## config.mk

```make
export PLATFORM = sky130hd
export DESIGN_NAME = ppa_gpio_port
export DESIGN_NICKNAME = d
export VERILOG_FILES = /design/src/common/ppa_pkg.sv /design/src/design/ppa_input_router.sv /design/src/design/ppa_gpio_port.sv
export VERILOG_INCLUDE_DIRS = /design/src /design/src/common
export SDC_FILE = /design/constraint.sdc
export NUM_CORES = 2
export LEC_CHECK = 0
export BUFFER_PORTS_ARGS = -buffer_cell sky130_fd_sc_hd__buf_4
export CAP_MARGIN = 10
export CORE_AREA = 3 3 215 217
export DETAILED_ROUTE_END_ITERATION = 8
export DIE_AREA = 0 0 218 220
export MAX_ROUTING_LAYER = met4
export PLACE_DENSITY = 0.87
export SLEW_MARGIN = 30
export SYNTH_ARGS = -nofsm -noshare
export SYNTH_HDL_FRONTEND = slang
export SYNTH_HIERARCHICAL = 1
export SYNTH_SLANG_ARGS = --single-unit
```

## constraint.sdc

```tcl
create_clock -name clk -period 23.8 [get_ports clk]
set_input_delay 2.38 -clock clk [delete_from_list [all_inputs] [get_ports clk]]
set_output_delay 2.38 -clock clk [all_outputs]
set_load 0.005 [all_outputs]
```

## src/common/ppa_defs.svh

```systemverilog
`ifndef PPA_DEFS_SVH
`define PPA_DEFS_SVH

`define PPA_NUM_PINS 12
`define PPA_SMALL_PINS 6
`define PPA_SEL_LSB 0
`define PPA_SEL_MSB 4
`define PPA_DIR_LSB 8
`define PPA_DIR_MSB 9
`define PPA_SEL_GPIO 5'h00
`define PPA_SEL_ANALOG 5'h1F
`define PPA_MODE_RESET 16'h0000

`define PPA_OFF_DATA 8'h00
`define PPA_OFF_SET 8'h04
`define PPA_OFF_CLR 8'h08
`define PPA_OFF_CTRL 8'h0C
`define PPA_OFF_MODE0 8'h40

`define PPA_CTRL_HWR_DIS 0
`define PPA_CTRL_DBG_LSB 1
`define PPA_CTRL_DBG_MSB 2
`define PPA_CTRL_WEAK 3
`define PPA_CTRL_SLEEP 4
`define PPA_CTRL_QDEC_OVR 5
`define PPA_CTRL_RESET 32'h00000000

`define PPA_PIN_HWR 0
`define PPA_PIN_SWCLK 2
`define PPA_PIN_SWDIO 5
`define PPA_PIN_SWDIO_ALT1 1
`define PPA_PIN_SWDIO_ALT2 10

`endif

```

## src/common/ppa_pkg.sv

```systemverilog
package ppa_pkg;
  typedef enum logic [1:0] {
    PPA_DIR_IN = 2'b00,
    PPA_DIR_IN_PU = 2'b01,
    PPA_DIR_IN_PD = 2'b10,
    PPA_DIR_OUT = 2'b11
  } ppa_dir_type;

  typedef enum logic [1:0] {
    PPA_DBG_DEFAULT = 2'b00,
    PPA_DBG_ALT1 = 2'b01,
    PPA_DBG_ALT2 = 2'b10,
    PPA_DBG_OFF = 2'b11
  } ppa_dbg_type;

  typedef enum logic [1:0] {
    PPA_BUS_IDLE = 2'b00,
    PPA_BUS_DONE = 2'b01
  } ppa_bus_type;
endpackage

```

## src/design/ppa_input_router.sv

```systemverilog
`timescale 1ns/1ps
`include "ppa_defs.svh"
module ppa_input_router #(
  parameter int NUM_PINS = `PPA_NUM_PINS,
  parameter int NUM_FUNCS = 32
) (
  input wire logic [5*NUM_PINS-1:0] pin_sel,
  input wire logic [NUM_PINS-1:0] pin_level,
  input wire logic [NUM_PINS-1:0] pin_is_input,
  output logic [NUM_FUNCS-1:0] periph_in
);
  // lowest-numbered pin wins: scan downward so the last write is the lowest
  always_comb begin
    periph_in = '0;
    for (int f = 1; f < NUM_FUNCS; f++) begin
      for (int p = NUM_PINS - 1; p >= 0; p--) begin
        if (pin_is_input[p] && pin_sel[5*p +: 5] == 5'(f)) begin
          periph_in[f] = pin_level[p];
        end
      end
    end
  end
endmodule

```

## src/design/ppa_gpio_port.sv

```systemverilog
`timescale 1ns/1ps
`include "ppa_defs.svh"
// Function
// - twelve port bits 0..11; small package variant exposes only bits 0..5.
// - five-bit select field, mode bits 4..0, routes any peripheral signal to a pin.
// - several pins on one peripheral input: lowest numbered pin feeds it.
// - mode bits 9..8: input, input pull-up, input pull-down, output.
// - pulls forced off in output or analog mode.
// - select code zero connects the pin to the GPIO latch registers.
// - data input and output registers share one address.
// - data read returns live pin levels; analog pins read zero.
// - data write loads the output latch.
// - set register ones force latch bits high; zeros ignored.
// - clear register ones force latch bits low; zeros ignored.
// - debug data on bit 5, clock on bit 2; selectable alternates bits 1, 10.
// - bit 0 is hardware reset input unless disabled by control bit.
// - decoder channels on fixed default pins, overridden by channel select.
// - analog inputs fixed on bits 1, 2, 6, 7, chosen by select field.
// - on sleep, pad control and outputs are held until wake-up.
// - weak-drive control picks normal or reduced drive.
module ppa_gpio_port #(
  parameter int NUM_PINS = `PPA_NUM_PINS,
  parameter bit SMALL_PACKAGE = 1'b0,
  parameter int NUM_FUNCS = 32,
  parameter int QDEC_CH = 6
) (
  input wire logic clk,
  input wire logic rst,
  input wire logic [7:0] avs_address,
  input wire logic avs_read,
  input wire logic avs_write,
  input wire logic [31:0] avs_writedata,
  input wire logic [3:0] avs_byteenable,
  output logic [31:0] avs_readdata,
  output logic avs_waitrequest,
  output logic [1:0] avs_response,
  input wire logic [NUM_PINS-1:0] pad_in,
  output logic [NUM_PINS-1:0] pad_out,
  output logic [NUM_PINS-1:0] pad_oe,
  output logic [NUM_PINS-1:0] pad_pull_up,
  output logic [NUM_PINS-1:0] pad_pull_down,
  output logic [NUM_PINS-1:0] pad_analog_en,
  output logic pad_weak_drive,
  input wire logic [NUM_FUNCS-1:0] periph_out,
  input wire logic [NUM_FUNCS-1:0] periph_oe,
  output logic [NUM_FUNCS-1:0] periph_in,
  output logic hw_reset_req,
  output logic debug_clk_in,
  output logic debug_data_in,
  input wire logic debug_data_out,
  input wire logic debug_data_oe,
  input wire logic [2*QDEC_CH*4-1:0] decoder_channel_pin_select,
  output logic [2*QDEC_CH-1:0] decoder_channel_in,
  output logic [3:0] analog_pin_active
);
  localparam logic [NUM_PINS-1:0] AVAIL_MASK =
    SMALL_PACKAGE ? NUM_PINS'((1 << `PPA_SMALL_PINS) - 1) : '1;
  // analog-capable pins: bits 1, 2, 6, 7
  localparam logic [NUM_PINS-1:0] ANALOG_PINS = NUM_PINS'(12'h0C6);
  // default decoder pins per channel A,B: ch1 1/2, ch2 3/4, ch3 5/6, ch4 7/11, ch5 9/10, ch6 0/8
  localparam logic [47:0] QDEC_DEFAULT = 48'h8_0_A_9_B_7_6_5_4_3_2_1;

  logic [15:0] mode_reg [NUM_PINS];
  logic [NUM_PINS-1:0] latch_reg;
  logic [31:0] ctrl_reg;
  logic [31:0] readdata_reg;
  logic done_reg;
  logic [1:0] resp_reg;
  logic [NUM_PINS-1:0] hold_out_reg;
  logic [NUM_PINS-1:0] hold_oe_reg;
  logic [NUM_PINS-1:0] hold_pu_reg;
  logic [NUM_PINS-1:0] hold_pd_reg;
  logic [NUM_PINS-1:0] hold_an_reg;
  logic hold_weak_reg;

  logic req;
  logic mode_hit;
  logic [3:0] mode_idx;
  logic mapped;
  logic [NUM_PINS-1:0] wmask;
  logic [5*NUM_PINS-1:0] sel_flat;
  logic [NUM_PINS-1:0] is_analog;
  logic [NUM_PINS-1:0] is_output;
  logic [NUM_PINS-1:0] is_input;
  logic [NUM_PINS-1:0] live_out;
  logic [NUM_PINS-1:0] live_oe;
  logic [NUM_PINS-1:0] live_pu;
  logic [NUM_PINS-1:0] live_pd;
  logic [NUM_PINS-1:0] fixed_in_mask;
  logic [NUM_PINS-1:0] read_level;
  logic [3:0] dbg_data_pin;
  ppa_pkg::ppa_dbg_type dbg_sel;
  logic sleeping;

  function automatic logic [4:0] sel_of(input logic [15:0] m);
    sel_of = m[`PPA_SEL_MSB:`PPA_SEL_LSB];
  endfunction

  function automatic ppa_pkg::ppa_dir_type dir_of(input logic [15:0] m);
    dir_of = ppa_pkg::ppa_dir_type'(m[`PPA_DIR_MSB:`PPA_DIR_LSB]);
  endfunction

  assign req = avs_read | avs_write;
  assign mode_hit = (avs_address >= `PPA_OFF_MODE0) &&
                    (avs_address < `PPA_OFF_MODE0 + 8'(4 * NUM_PINS)) && (avs_address[1:0] == 2'b00);
  assign mode_idx = 4'((avs_address - `PPA_OFF_MODE0) >> 2);
  assign mapped = mode_hit || avs_address == `PPA_OFF_DATA || avs_address == `PPA_OFF_SET ||
                  avs_address == `PPA_OFF_CLR || avs_address == `PPA_OFF_CTRL;
  assign wmask = NUM_PINS'({avs_byteenable[1] ? 8'hFF : 8'h00, avs_byteenable[0] ? 8'hFF : 8'h00}) & AVAIL_MASK;
  assign sleeping = ctrl_reg[`PPA_CTRL_SLEEP];
  assign dbg_sel = ppa_pkg::ppa_dbg_type'(ctrl_reg[`PPA_CTRL_DBG_MSB:`PPA_CTRL_DBG_LSB]);

  // one wait cycle: request taken, answered with waitrequest low on next edge
  assign avs_waitrequest = req & ~done_reg;
  assign avs_readdata = readdata_reg;
  assign avs_response = resp_reg;

  always_ff @(posedge clk or posedge rst) begin
    if (rst) begin
      done_reg <= 1'b0;
    end else begin
      done_reg <= req & ~done_reg;
    end
  end

  always_ff @(posedge clk or posedge rst) begin
    if (rst) begin
      resp_reg <= 2'b00;
    end else if (req & ~done_reg) begin
      resp_reg <= mapped ? 2'b00 : 2'b10;
    end
  end

  always_ff @(posedge clk or posedge rst) begin
    if (rst) begin
      readdata_reg <= 32'h00000000;
    end else if (avs_read & ~done_reg) begin
      readdata_reg <= 32'h00000000;
      if (avs_address == `PPA_OFF_DATA) begin
        readdata_reg <= 32'(read_level);
      end else if (avs_address == `PPA_OFF_CTRL) begin
        readdata_reg <= ctrl_reg;
      end else if (mode_hit) begin
        readdata_reg <= 32'(mode_reg[mode_idx]);
      end
    end
  end

  always_ff @(posedge clk or posedge rst) begin
    if (rst) begin
      for (int i = 0; i < NUM_PINS; i++) begin
        mode_reg[i] <= `PPA_MODE_RESET;
      end
    end else if (avs_write & done_reg & mode_hit & AVAIL_MASK[mode_idx]) begin
      if (avs_byteenable[0]) begin
        mode_reg[mode_idx][7:0] <= avs_writedata[7:0];
      end
      if (avs_byteenable[1]) begin
        mode_reg[mode_idx][15:8] <= avs_writedata[15:8];
      end
    end
  end

  always_ff @(posedge clk or posedge rst) begin
    if (rst) begin
      latch_reg <= '0;
    end else if (avs_write & done_reg) begin
      case (avs_address)
        `PPA_OFF_DATA: latch_reg <= (latch_reg & ~wmask) | (avs_writedata[NUM_PINS-1:0] & wmask);
        `PPA_OFF_SET: latch_reg <= latch_reg | (avs_writedata[NUM_PINS-1:0] & wmask);
        `PPA_OFF_CLR: latch_reg <= latch_reg & ~(avs_writedata[NUM_PINS-1:0] & wmask);
        default: latch_reg <= latch_reg;
      endcase
    end
  end

  always_ff @(posedge clk or posedge rst) begin
    if (rst) begin
      ctrl_reg <= `PPA_CTRL_RESET;
    end else if (avs_write & done_reg & (avs_address == `PPA_OFF_CTRL) & avs_byteenable[0]) begin
      ctrl_reg <= {24'h000000, 2'b00, avs_writedata[5:0]};
    end
  end

  always_comb begin
    dbg_data_pin = 4'(`PPA_PIN_SWDIO);
    case (dbg_sel)
      ppa_pkg::PPA_DBG_ALT1: dbg_data_pin = 4'(`PPA_PIN_SWDIO_ALT1);
      ppa_pkg::PPA_DBG_ALT2: dbg_data_pin = 4'(`PPA_PIN_SWDIO_ALT2);
      default: dbg_data_pin = 4'(`PPA_PIN_SWDIO);
    endcase
  end

  always_comb begin
    fixed_in_mask = '0;
    if (!ctrl_reg[`PPA_CTRL_HWR_DIS]) begin
      fixed_in_mask[`PPA_PIN_HWR] = 1'b1;
    end
    if (dbg_sel != ppa_pkg::PPA_DBG_OFF) begin
      fixed_in_mask[`PPA_PIN_SWCLK] = 1'b1;
    end
  end

  always_comb begin
    for (int p = 0; p < NUM_PINS; p++) begin
      sel_flat[5*p +: 5] = sel_of(mode_reg[p]);
      is_analog[p] = ANALOG_PINS[p] && sel_of(mode_reg[p]) == `PPA_SEL_ANALOG;
      is_output[p] = dir_of(mode_reg[p]) == ppa_pkg::PPA_DIR_OUT;
      is_input[p] = AVAIL_MASK[p] && !is_analog[p] && !fixed_in_mask[p];
      live_pu[p] = AVAIL_MASK[p] && !is_analog[p] && dir_of(mode_reg[p]) == ppa_pkg::PPA_DIR_IN_PU;
      live_pd[p] = AVAIL_MASK[p] && !is_analog[p] && dir_of(mode_reg[p]) == ppa_pkg::PPA_DIR_IN_PD;
      live_out[p] = 1'b0;
      live_oe[p] = 1'b0;
      // duplicates of one peripheral output across pins are left to software
      if (AVAIL_MASK[p] && !is_analog[p] && !fixed_in_mask[p] && is_output[p]) begin
        if (sel_of(mode_reg[p]) == `PPA_SEL_GPIO) begin
          live_out[p] = latch_reg[p];
          live_oe[p] = 1'b1;
        end else begin
          live_out[p] = periph_out[sel_of(mode_reg[p])];
          live_oe[p] = periph_oe[sel_of(mode_reg[p])];
        end
      end
    end
    if (dbg_sel != ppa_pkg::PPA_DBG_OFF) begin
      live_out[dbg_data_pin] = debug_data_out;
      live_oe[dbg_data_pin] = debug_data_oe;
      live_pu[dbg_data_pin] = 1'b0;
      live_pd[dbg_data_pin] = 1'b0;
    end
    read_level = pad_in & AVAIL_MASK & ~is_analog;
  end

  ppa_input_router #(
    .NUM_PINS(NUM_PINS),
    .NUM_FUNCS(NUM_FUNCS)
  ) u_router (
    .pin_sel(sel_flat),
    .pin_level(pad_in),
    .pin_is_input(is_input),
    .periph_in(periph_in)
  );

  // pad state frozen while asleep so pins hold across the power-down
  always_ff @(posedge clk or posedge rst) begin
    if (rst) begin
      hold_out_reg <= '0;
      hold_oe_reg <= '0;
      hold_pu_reg <= '0;
      hold_pd_reg <= '0;
      hold_an_reg <= '0;
      hold_weak_reg <= 1'b0;
    end else if (!sleeping) begin
      hold_out_reg <= live_out;
      hold_oe_reg <= live_oe;
      hold_pu_reg <= live_pu & ~live_oe;
      hold_pd_reg <= live_pd & ~live_oe;
      hold_an_reg <= is_analog;
      hold_weak_reg <= ctrl_reg[`PPA_CTRL_WEAK];
    end
  end

  assign pad_out = hold_out_reg;
  assign pad_oe = hold_oe_reg;
  assign pad_pull_up = hold_pu_reg;
  assign pad_pull_down = hold_pd_reg;
  assign pad_analog_en = hold_an_reg;
  assign pad_weak_drive = hold_weak_reg;
  assign analog_pin_active = {hold_an_reg[7], hold_an_reg[6], hold_an_reg[2], hold_an_reg[1]};

  assign hw_reset_req = !ctrl_reg[`PPA_CTRL_HWR_DIS] && pad_in[`PPA_PIN_HWR];
  assign debug_clk_in = (dbg_sel != ppa_pkg::PPA_DBG_OFF) && pad_in[`PPA_PIN_SWCLK];
  assign debug_data_in = (dbg_sel != ppa_pkg::PPA_DBG_OFF) && pad_in[dbg_data_pin];

  always_comb begin
    for (int c = 0; c < 2 * QDEC_CH; c++) begin
      if (ctrl_reg[`PPA_CTRL_QDEC_OVR]) begin
        decoder_channel_in[c] = pad_in[4'(decoder_channel_pin_select[4*c +: 4] % NUM_PINS)];
      end else begin
        decoder_channel_in[c] = pad_in[QDEC_DEFAULT[4*c +: 4]];
      end
    end
  end
endmodule

```

==> summary.log, run 1 <==
INFO  status         status=did not finish
INFO  status         outcome.stop_stage=global routing
INFO  status         first_error=[ERROR GRT-0232] Routing congestion too high. Check the congestion heatmap in the GUI.
INFO  clock_network  cts_inserted_buffers=25
INFO  floorplanning  die_h=220um
INFO  synth          ys_ff_latch=281
INFO  clock_network  postCtsResizedCells=0
INFO  synth          synth_instances=2,907
INFO  synth          netlist_area=28,800um2
INFO  floorplanning  chipWidth=218um
INFO  placed_design  place_congestion=1.08
INFO  synth          ys_seq_area_share=24.4%
INFO  grt            grt.overflow.total=82
INFO  clock_network  cts_max_level=1
INFO  clock_network  clock-root-buffer=sky130_fd_sc_hd__clkbuf_16
INFO  synth          synthesis.area_per_instance=9.92um2
INFO  clock_network  cts_sinks=281
INFO  grt            grt_antenna_before_repair=30
INFO  clock_network  post_cts_hold_buffer_count=0
INFO  floorplanning  boundaryPins=321
INFO  synth          synthDistinctLibCells=102
INFO  synth          synthArstFlopShare=100%
INFO  grt            grt_usage=75.0%
INFO  placed_design  dp_hpwl=95,200um
INFO  placed_design  place.port_buffers=276
INFO  synth          edff_count_synth=0
INFO  synth          top_flip_flop_cell_by_instance_count_after_synthesis=sky130_fd_sc_hd__dfrtp_1
INFO  floorplanning  initial_core_util=65.1%
INFO  clock_network  cts_max_path_buffers=3
INFO  grt            pin_count_of_the_biggest_net_entering_global_routing=114
INFO  clock_network  cts_setup_buffers=0
INFO  synth          yosys_warnings=6
INFO  floorplanning  placement_rows=77
==> per-stage QoR <==
stage | utilization (%) | instance area, um2 | cells | setup slack [ps] | hold WS [ps]
after CTS | 71.2 | 31500 | 3579 | 16500 | 494
after detailed placement | 69.2 | 30700 | 3534 | 16490 | 478
after global placement | 69.2 | 30700 | 3534 | 16360 | 463
after floorplan | - | 29000 | 2958 | 13670 | 453
==> layer usage <==
metal	GRT overflow	global-route usage, %
met4	33	69.0
met2	24	89.3
met1	15	75.8
met3	10	58.7
met5	-	-
==> cell families after synthesis <==
group	synth area share, %
flops	24.4
compound gates	15.6
mux	34.3
buf+inv	6.10
other cells	0.0390
fa+ha+maj	0.174
xor+xnor	0.0304
simple gates	19.4
==> cells in the mapped netlist (10+ instances only) <==
library cell	instances	area, um2
sky130_fd_sc_hd__a2111oi_0	23	201
sky130_fd_sc_hd__a211oi_1	31	233
sky130_fd_sc_hd__a21oi_1	106	531
sky130_fd_sc_hd__a221oi_1	24	210
sky130_fd_sc_hd__a22o_1	19	166
sky130_fd_sc_hd__a22oi_1	21	158
sky130_fd_sc_hd__a31oi_1	32	200
sky130_fd_sc_hd__a32o_1	20	200
sky130_fd_sc_hd__a32oi_1	18	158
sky130_fd_sc_hd__and2_1	15	93.8
sky130_fd_sc_hd__and3_1	22	138
sky130_fd_sc_hd__and4bb_2	10	125
sky130_fd_sc_hd__buf_1	14	52.6
sky130_fd_sc_hd__buf_2	59	295
sky130_fd_sc_hd__buf_4	38	285
sky130_fd_sc_hd__clkbuf_1	224	841
sky130_fd_sc_hd__dfrtp_1	281	7030
sky130_fd_sc_hd__inv_1	44	165
sky130_fd_sc_hd__mux2_2	208	2340
sky130_fd_sc_hd__mux2i_1	86	861
sky130_fd_sc_hd__mux4_2	284	6400
sky130_fd_sc_hd__nand2_1	206	773
sky130_fd_sc_hd__nand2b_1	64	400
sky130_fd_sc_hd__nand3_1	69	345
sky130_fd_sc_hd__nand3b_1	14	105
sky130_fd_sc_hd__nand4_1	26	163
sky130_fd_sc_hd__nand4b_1	23	201
sky130_fd_sc_hd__nand4bb_1	14	158
sky130_fd_sc_hd__nor2_1	183	687
sky130_fd_sc_hd__nor2b_1	69	432
sky130_fd_sc_hd__nor3_1	108	541
sky130_fd_sc_hd__nor3b_1	16	120
sky130_fd_sc_hd__nor4_1	30	188
sky130_fd_sc_hd__o2111ai_1	12	105
sky130_fd_sc_hd__o211ai_1	26	195
sky130_fd_sc_hd__o21ai_0	93	465
sky130_fd_sc_hd__o21ai_1	13	65.1
sky130_fd_sc_hd__o221ai_1	11	96.3
sky130_fd_sc_hd__o22ai_1	44	275
sky130_fd_sc_hd__o31ai_1	22	165
sky130_fd_sc_hd__o32ai_1	30	263
sky130_fd_sc_hd__or2_2	13	81.3
sky130_fd_sc_hd__or3_1	21	131
sky130_fd_sc_hd__or4_1	15	113
==> run 2: changes to the inputs <==
--- a/config.mk
+++ b/config.mk
@@ -8,11 +8,10 @@
 export LEC_CHECK = 0
 export BUFFER_PORTS_ARGS = -buffer_cell sky130_fd_sc_hd__buf_4
 export CAP_MARGIN = 10
-export CORE_AREA = 3 3 215 217
+export CORE_AREA = 3 3 273 275
 export DETAILED_ROUTE_END_ITERATION = 8
-export DIE_AREA = 0 0 218 220
-export MAX_ROUTING_LAYER = met4
-export PLACE_DENSITY = 0.87
+export DIE_AREA = 0 0 276 278
+export PLACE_DENSITY_LB_ADDON = 0.15
 export SLEW_MARGIN = 30
 export SYNTH_ARGS = -nofsm -noshare
 export SYNTH_HDL_FRONTEND = slang
==> run 2 against run 1 <==
Compared with the run above: the flow now finishes without violations; synthesized area did not move; synthesized cell count unchanged.
==> summary.log, run 2 <==
INFO  floorplanning  initial_core_util=39.7%
INFO  floorplanning  die_h=278um
INFO  timing         grt_setup_unrepaired=false
INFO  min_path       min_path_cells=2
INFO  grt            grt_pass1_wl=196,000um
INFO  timing         report.final.setup_viol=0
INFO  final_layout   largest_register_ffs=192
INFO  detailed_routing wl_per_cell=34.1um
INFO  detailed_routing route.vias.total=28,200
INFO  clock_network  cts_inserted_buffers=29
INFO  synth          top_flip_flop_cell_by_instance_count_after_synthesis=sky130_fd_sc_hd__dfrtp_1
INFO  setup_path     minimum_setup_slack_among_reg_to_reg_paths=20,530ps
INFO  setup_path     timing_worst_setup_path_type=input port to output port
INFO  setup_path     crit_path_arrival_time=5250ps
INFO  clock_network  tritoncts_clock_tree=done
INFO  flow_run       max_cap_violations=0
INFO  synth          synth_instances=2,907
INFO  clock_network  cts_sinks=281
INFO  placed_design  placedCellCount=3,907
INFO  setup_path     timing.reg2reg.worst_path_depth=6
INFO  min_path       hold_class=flop to flop
INFO  grt            pin_count_of_the_biggest_net_entering_global_routing=130
INFO  synth          netlist_area=28,800um2
INFO  status         status=finished clean
INFO  floorplanning  overall_die_area=76,700um2
INFO  synth          synthesis.area_per_instance=9.92um2
INFO  final_layout   nNetsFinal=3,157
INFO  setup_path     start_kind=input port
INFO  synth          ys_seq_area_share=24.4%
INFO  synth          yosys_warnings=6
INFO  timing         fin_tns_setup=0ps
INFO  synth          synthArstFlopShare=100%
INFO  setup_path     highest_fanout_seen_on_the_critical_path=21
INFO  pwr            cell_leakage_power=12.1nW
INFO  floorplanning  boundaryPins=321
INFO  min_path       holdCritStartpoint=avs_readdata[3]
INFO  synth          synthDominantCellAreaShare=24.4%
INFO  synth          top_cells_by_area_in_the_synthesized_netlist=sky130_fd_sc_hd__dfrtp_1 24%, sky130_fd_sc_hd__mux4_2 22%, sky130_fd_sc_hd__mux2_2 8.1%
INFO  clock_network  post_cts_hold_buffer_count=0
INFO  placed_design  place_congestion=0.990
INFO  synth          yosys-top-cells-count=284 x sky130_fd_sc_hd__mux4_2, 281 x sky130_fd_sc_hd__dfrtp_1, 224 x sky130_fd_sc_hd__clkbuf_1
INFO  synth          synthMostInstantiatedCell=sky130_fd_sc_hd__mux4_2
INFO  detailed_routing finalWirelength=135,000um
INFO  synth          synthDistinctLibCells=102
INFO  setup_path     rr_endpoint=pad_oe[11]
INFO  synth          synth_top_area_cell=sky130_fd_sc_hd__dfrtp_1
INFO  min_path       min_delay_worst_endpoint=avs_readdata[3]
INFO  clock_network  cts_max_level=1
INFO  detailed_routing drtAntennaViolNets=0
INFO  setup_path     worst_setup_path_end_kind=output port
INFO  pwr            power.total=1.21mW
INFO  setup_path     r2r_start=mode_reg[0]
INFO  timing         timing_limited_maximum_frequency=0.131GHz
INFO  timing         fin_crit_sh=32.0%
INFO  final_layout   final_cell_count_no_fill=3,966
INFO  clock_network  cts_setup_buffers=0
INFO  clock_network  clkLatencyLatePin=580ps
INFO  final_layout   ratio_of_cells_with_drive_above_1_in_the_final_layout=31.7%
INFO  detailed_routing detailed_router_iteration_count_before_antenna_repair=7
INFO  setup_path     worstPathRequired=21,420ps
INFO  timing         tightest_slew_margin_relative_to_the_limit=35.4%
INFO  synth          ys_ff_latch=281
INFO  clock_network  clk_transition_reported_paths=70ps
INFO  grt            grt_antenna_before_repair=5
INFO  final_layout   utilization=44.5%
INFO  final_layout   final_common_cell=sky130_fd_sc_hd__buf_4
INFO  placed_design  dp_hpwl=99,100um
INFO  placed_design  place.port_buffers=276
INFO  clock_network  postCtsResizedCells=0
INFO  pwr            power.ir.vdd_worst=0.0542mV
INFO  detailed_routing post_drt_via_cell_ratio=7.11
INFO  timing         max_slew.worst_pin.slew=956ps
INFO  grt            grt_usage=33.9%
INFO  floorplanning  chipWidth=276um
INFO  timing         shortest_clock_period_the_worst_path_allows_after_layout=7630ps
INFO  detailed_routing dr.first_iter.drc_count=3,981
INFO  floorplanning  placement_rows=99
INFO  timing         timing_max_transition_violations_final=0
INFO  floorplanning  placeableCoreArea=72,600um2
INFO  clock_network  cts_max_path_buffers=3
INFO  pwr            power.density=37.6nW/um2
INFO  final_layout   most_frequent_cells_in_the_layout=334 x sky130_fd_sc_hd__buf_4, 284 x sky130_fd_sc_hd__mux4_2, 277 x sky130_fd_sc_hd__dfrtp_1, 208 x sky130_fd_sc_hd__mux2_2, 206 x sky130_fd_sc_hd__nand2_1
INFO  timing         fin_worst_skew=30.5ps
INFO  final_layout   area_growth_syn_to_layout=11.9%
INFO  clock_network  clock-root-buffer=sky130_fd_sc_hd__clkbuf_16
INFO  detailed_routing detail_route.drc_violations=0
INFO  synth          edff_count_synth=0
INFO  grt            grt.overflow.total=0
INFO  timing         hold_viol=0
INFO  grt            via_count_of_the_first_global_routing_pass=27,700
## run 2: cell counts after synthesis
Identical to the previous run, type by type.
## run 2: kinds of logic (layout without fill, tap and decap cells)
family                     after synthesis  count (layout)  synth area share, %
AOI/OAI and AO/OA                      633             633                 15.6
xor gates and xnor gates                 1               1               0.0304
adders and majority gates                4               4                0.174
buffers and inverters                  390             434                 6.10
DFF                                    281             281                 24.4
muxes                                  592             592                 34.3
other                                    3              59               0.0390
and+or+nand+nor                       1003            1003                 19.4
## run 2: worst max-delay path, cell delays in order
cell and delay (ps):
sky130_fd_sc_hd__buf_4 320, sky130_fd_sc_hd__nand4b_1 230, sky130_fd_sc_hd__a2111oi_0 640, sky130_fd_sc_hd__a211oi_1 230, sky130_fd_sc_hd__nor4_1 510, sky130_fd_sc_hd__a221oi_1 280, sky130_fd_sc_hd__o21ai_1 450, sky130_fd_sc_hd__buf_4 190
## run 2: cell type report
type	instances	area, um2
clock inverters	16	229
clock buffers	38	820
repair buffers	336	2530
well taps	959	1200
flip-flops and latches	281	7040
diodes	5	12.5
inverters	44	178
multi-input cells	2287	20300
fillers	7032	40300
## run 2: worst max-delay path by stage
stage / from / end / slack [ps] / cells after the start
after CTS: pad_in[11] / periph_in[16] / 16310 / 8
final: pad_in[11] / periph_in[24] / 16170 / 8
after detailed placement: pad_in[11] / periph_in[16] / 16320 / 8
after global placement: pad_in[11] / periph_in[25] / 16290 / 8
after global routing: pad_in[11] / periph_in[16] / 16140 / 8
after floorplan: rst / avs_readdata[0] / 13670 / 1
## run 2: per-stage QoR
stage / hold WS, ps / cell area (um2) / worst slack, ps
2_1_floorplan: 453 / 29000 / 13670
3_3_place_gp: 463 / 31200 / 16290
3_5_place_dp: 473 / 31200 / 16320
4_1_cts: 488 / 32200 / 16310
5_1_grt: 501 / 32300 / 16140
6_report: 482 / 32300 / 16170
## run 2: layer usage
| metal | track usage (%) | vias up | share of wire [%] |
|---|---|---|---|
| met3 | 4.77 | 332 | 9.0 |
| met2 | 54.8 | 1896 | 46 |
| met1 | 45.3 | 14400 | 39 |
| li1 | - | 11600 | - |
| met4 | 15.5 | 2 | 5.6 |
| met5 | 0 | - | 0.010 |
## run 2: report_power, final
group | switching (mW) | internal (mW) | total [mW]
Combinational | 0.126 | 0.0902 | 0.216
Sequential | 0.00854 | 0.483 | 0.492
Clock | 0.206 | 0.298 | 0.504
Total | 0.340 | 0.872 | 1.21
(Power assumes the default switching activity.)
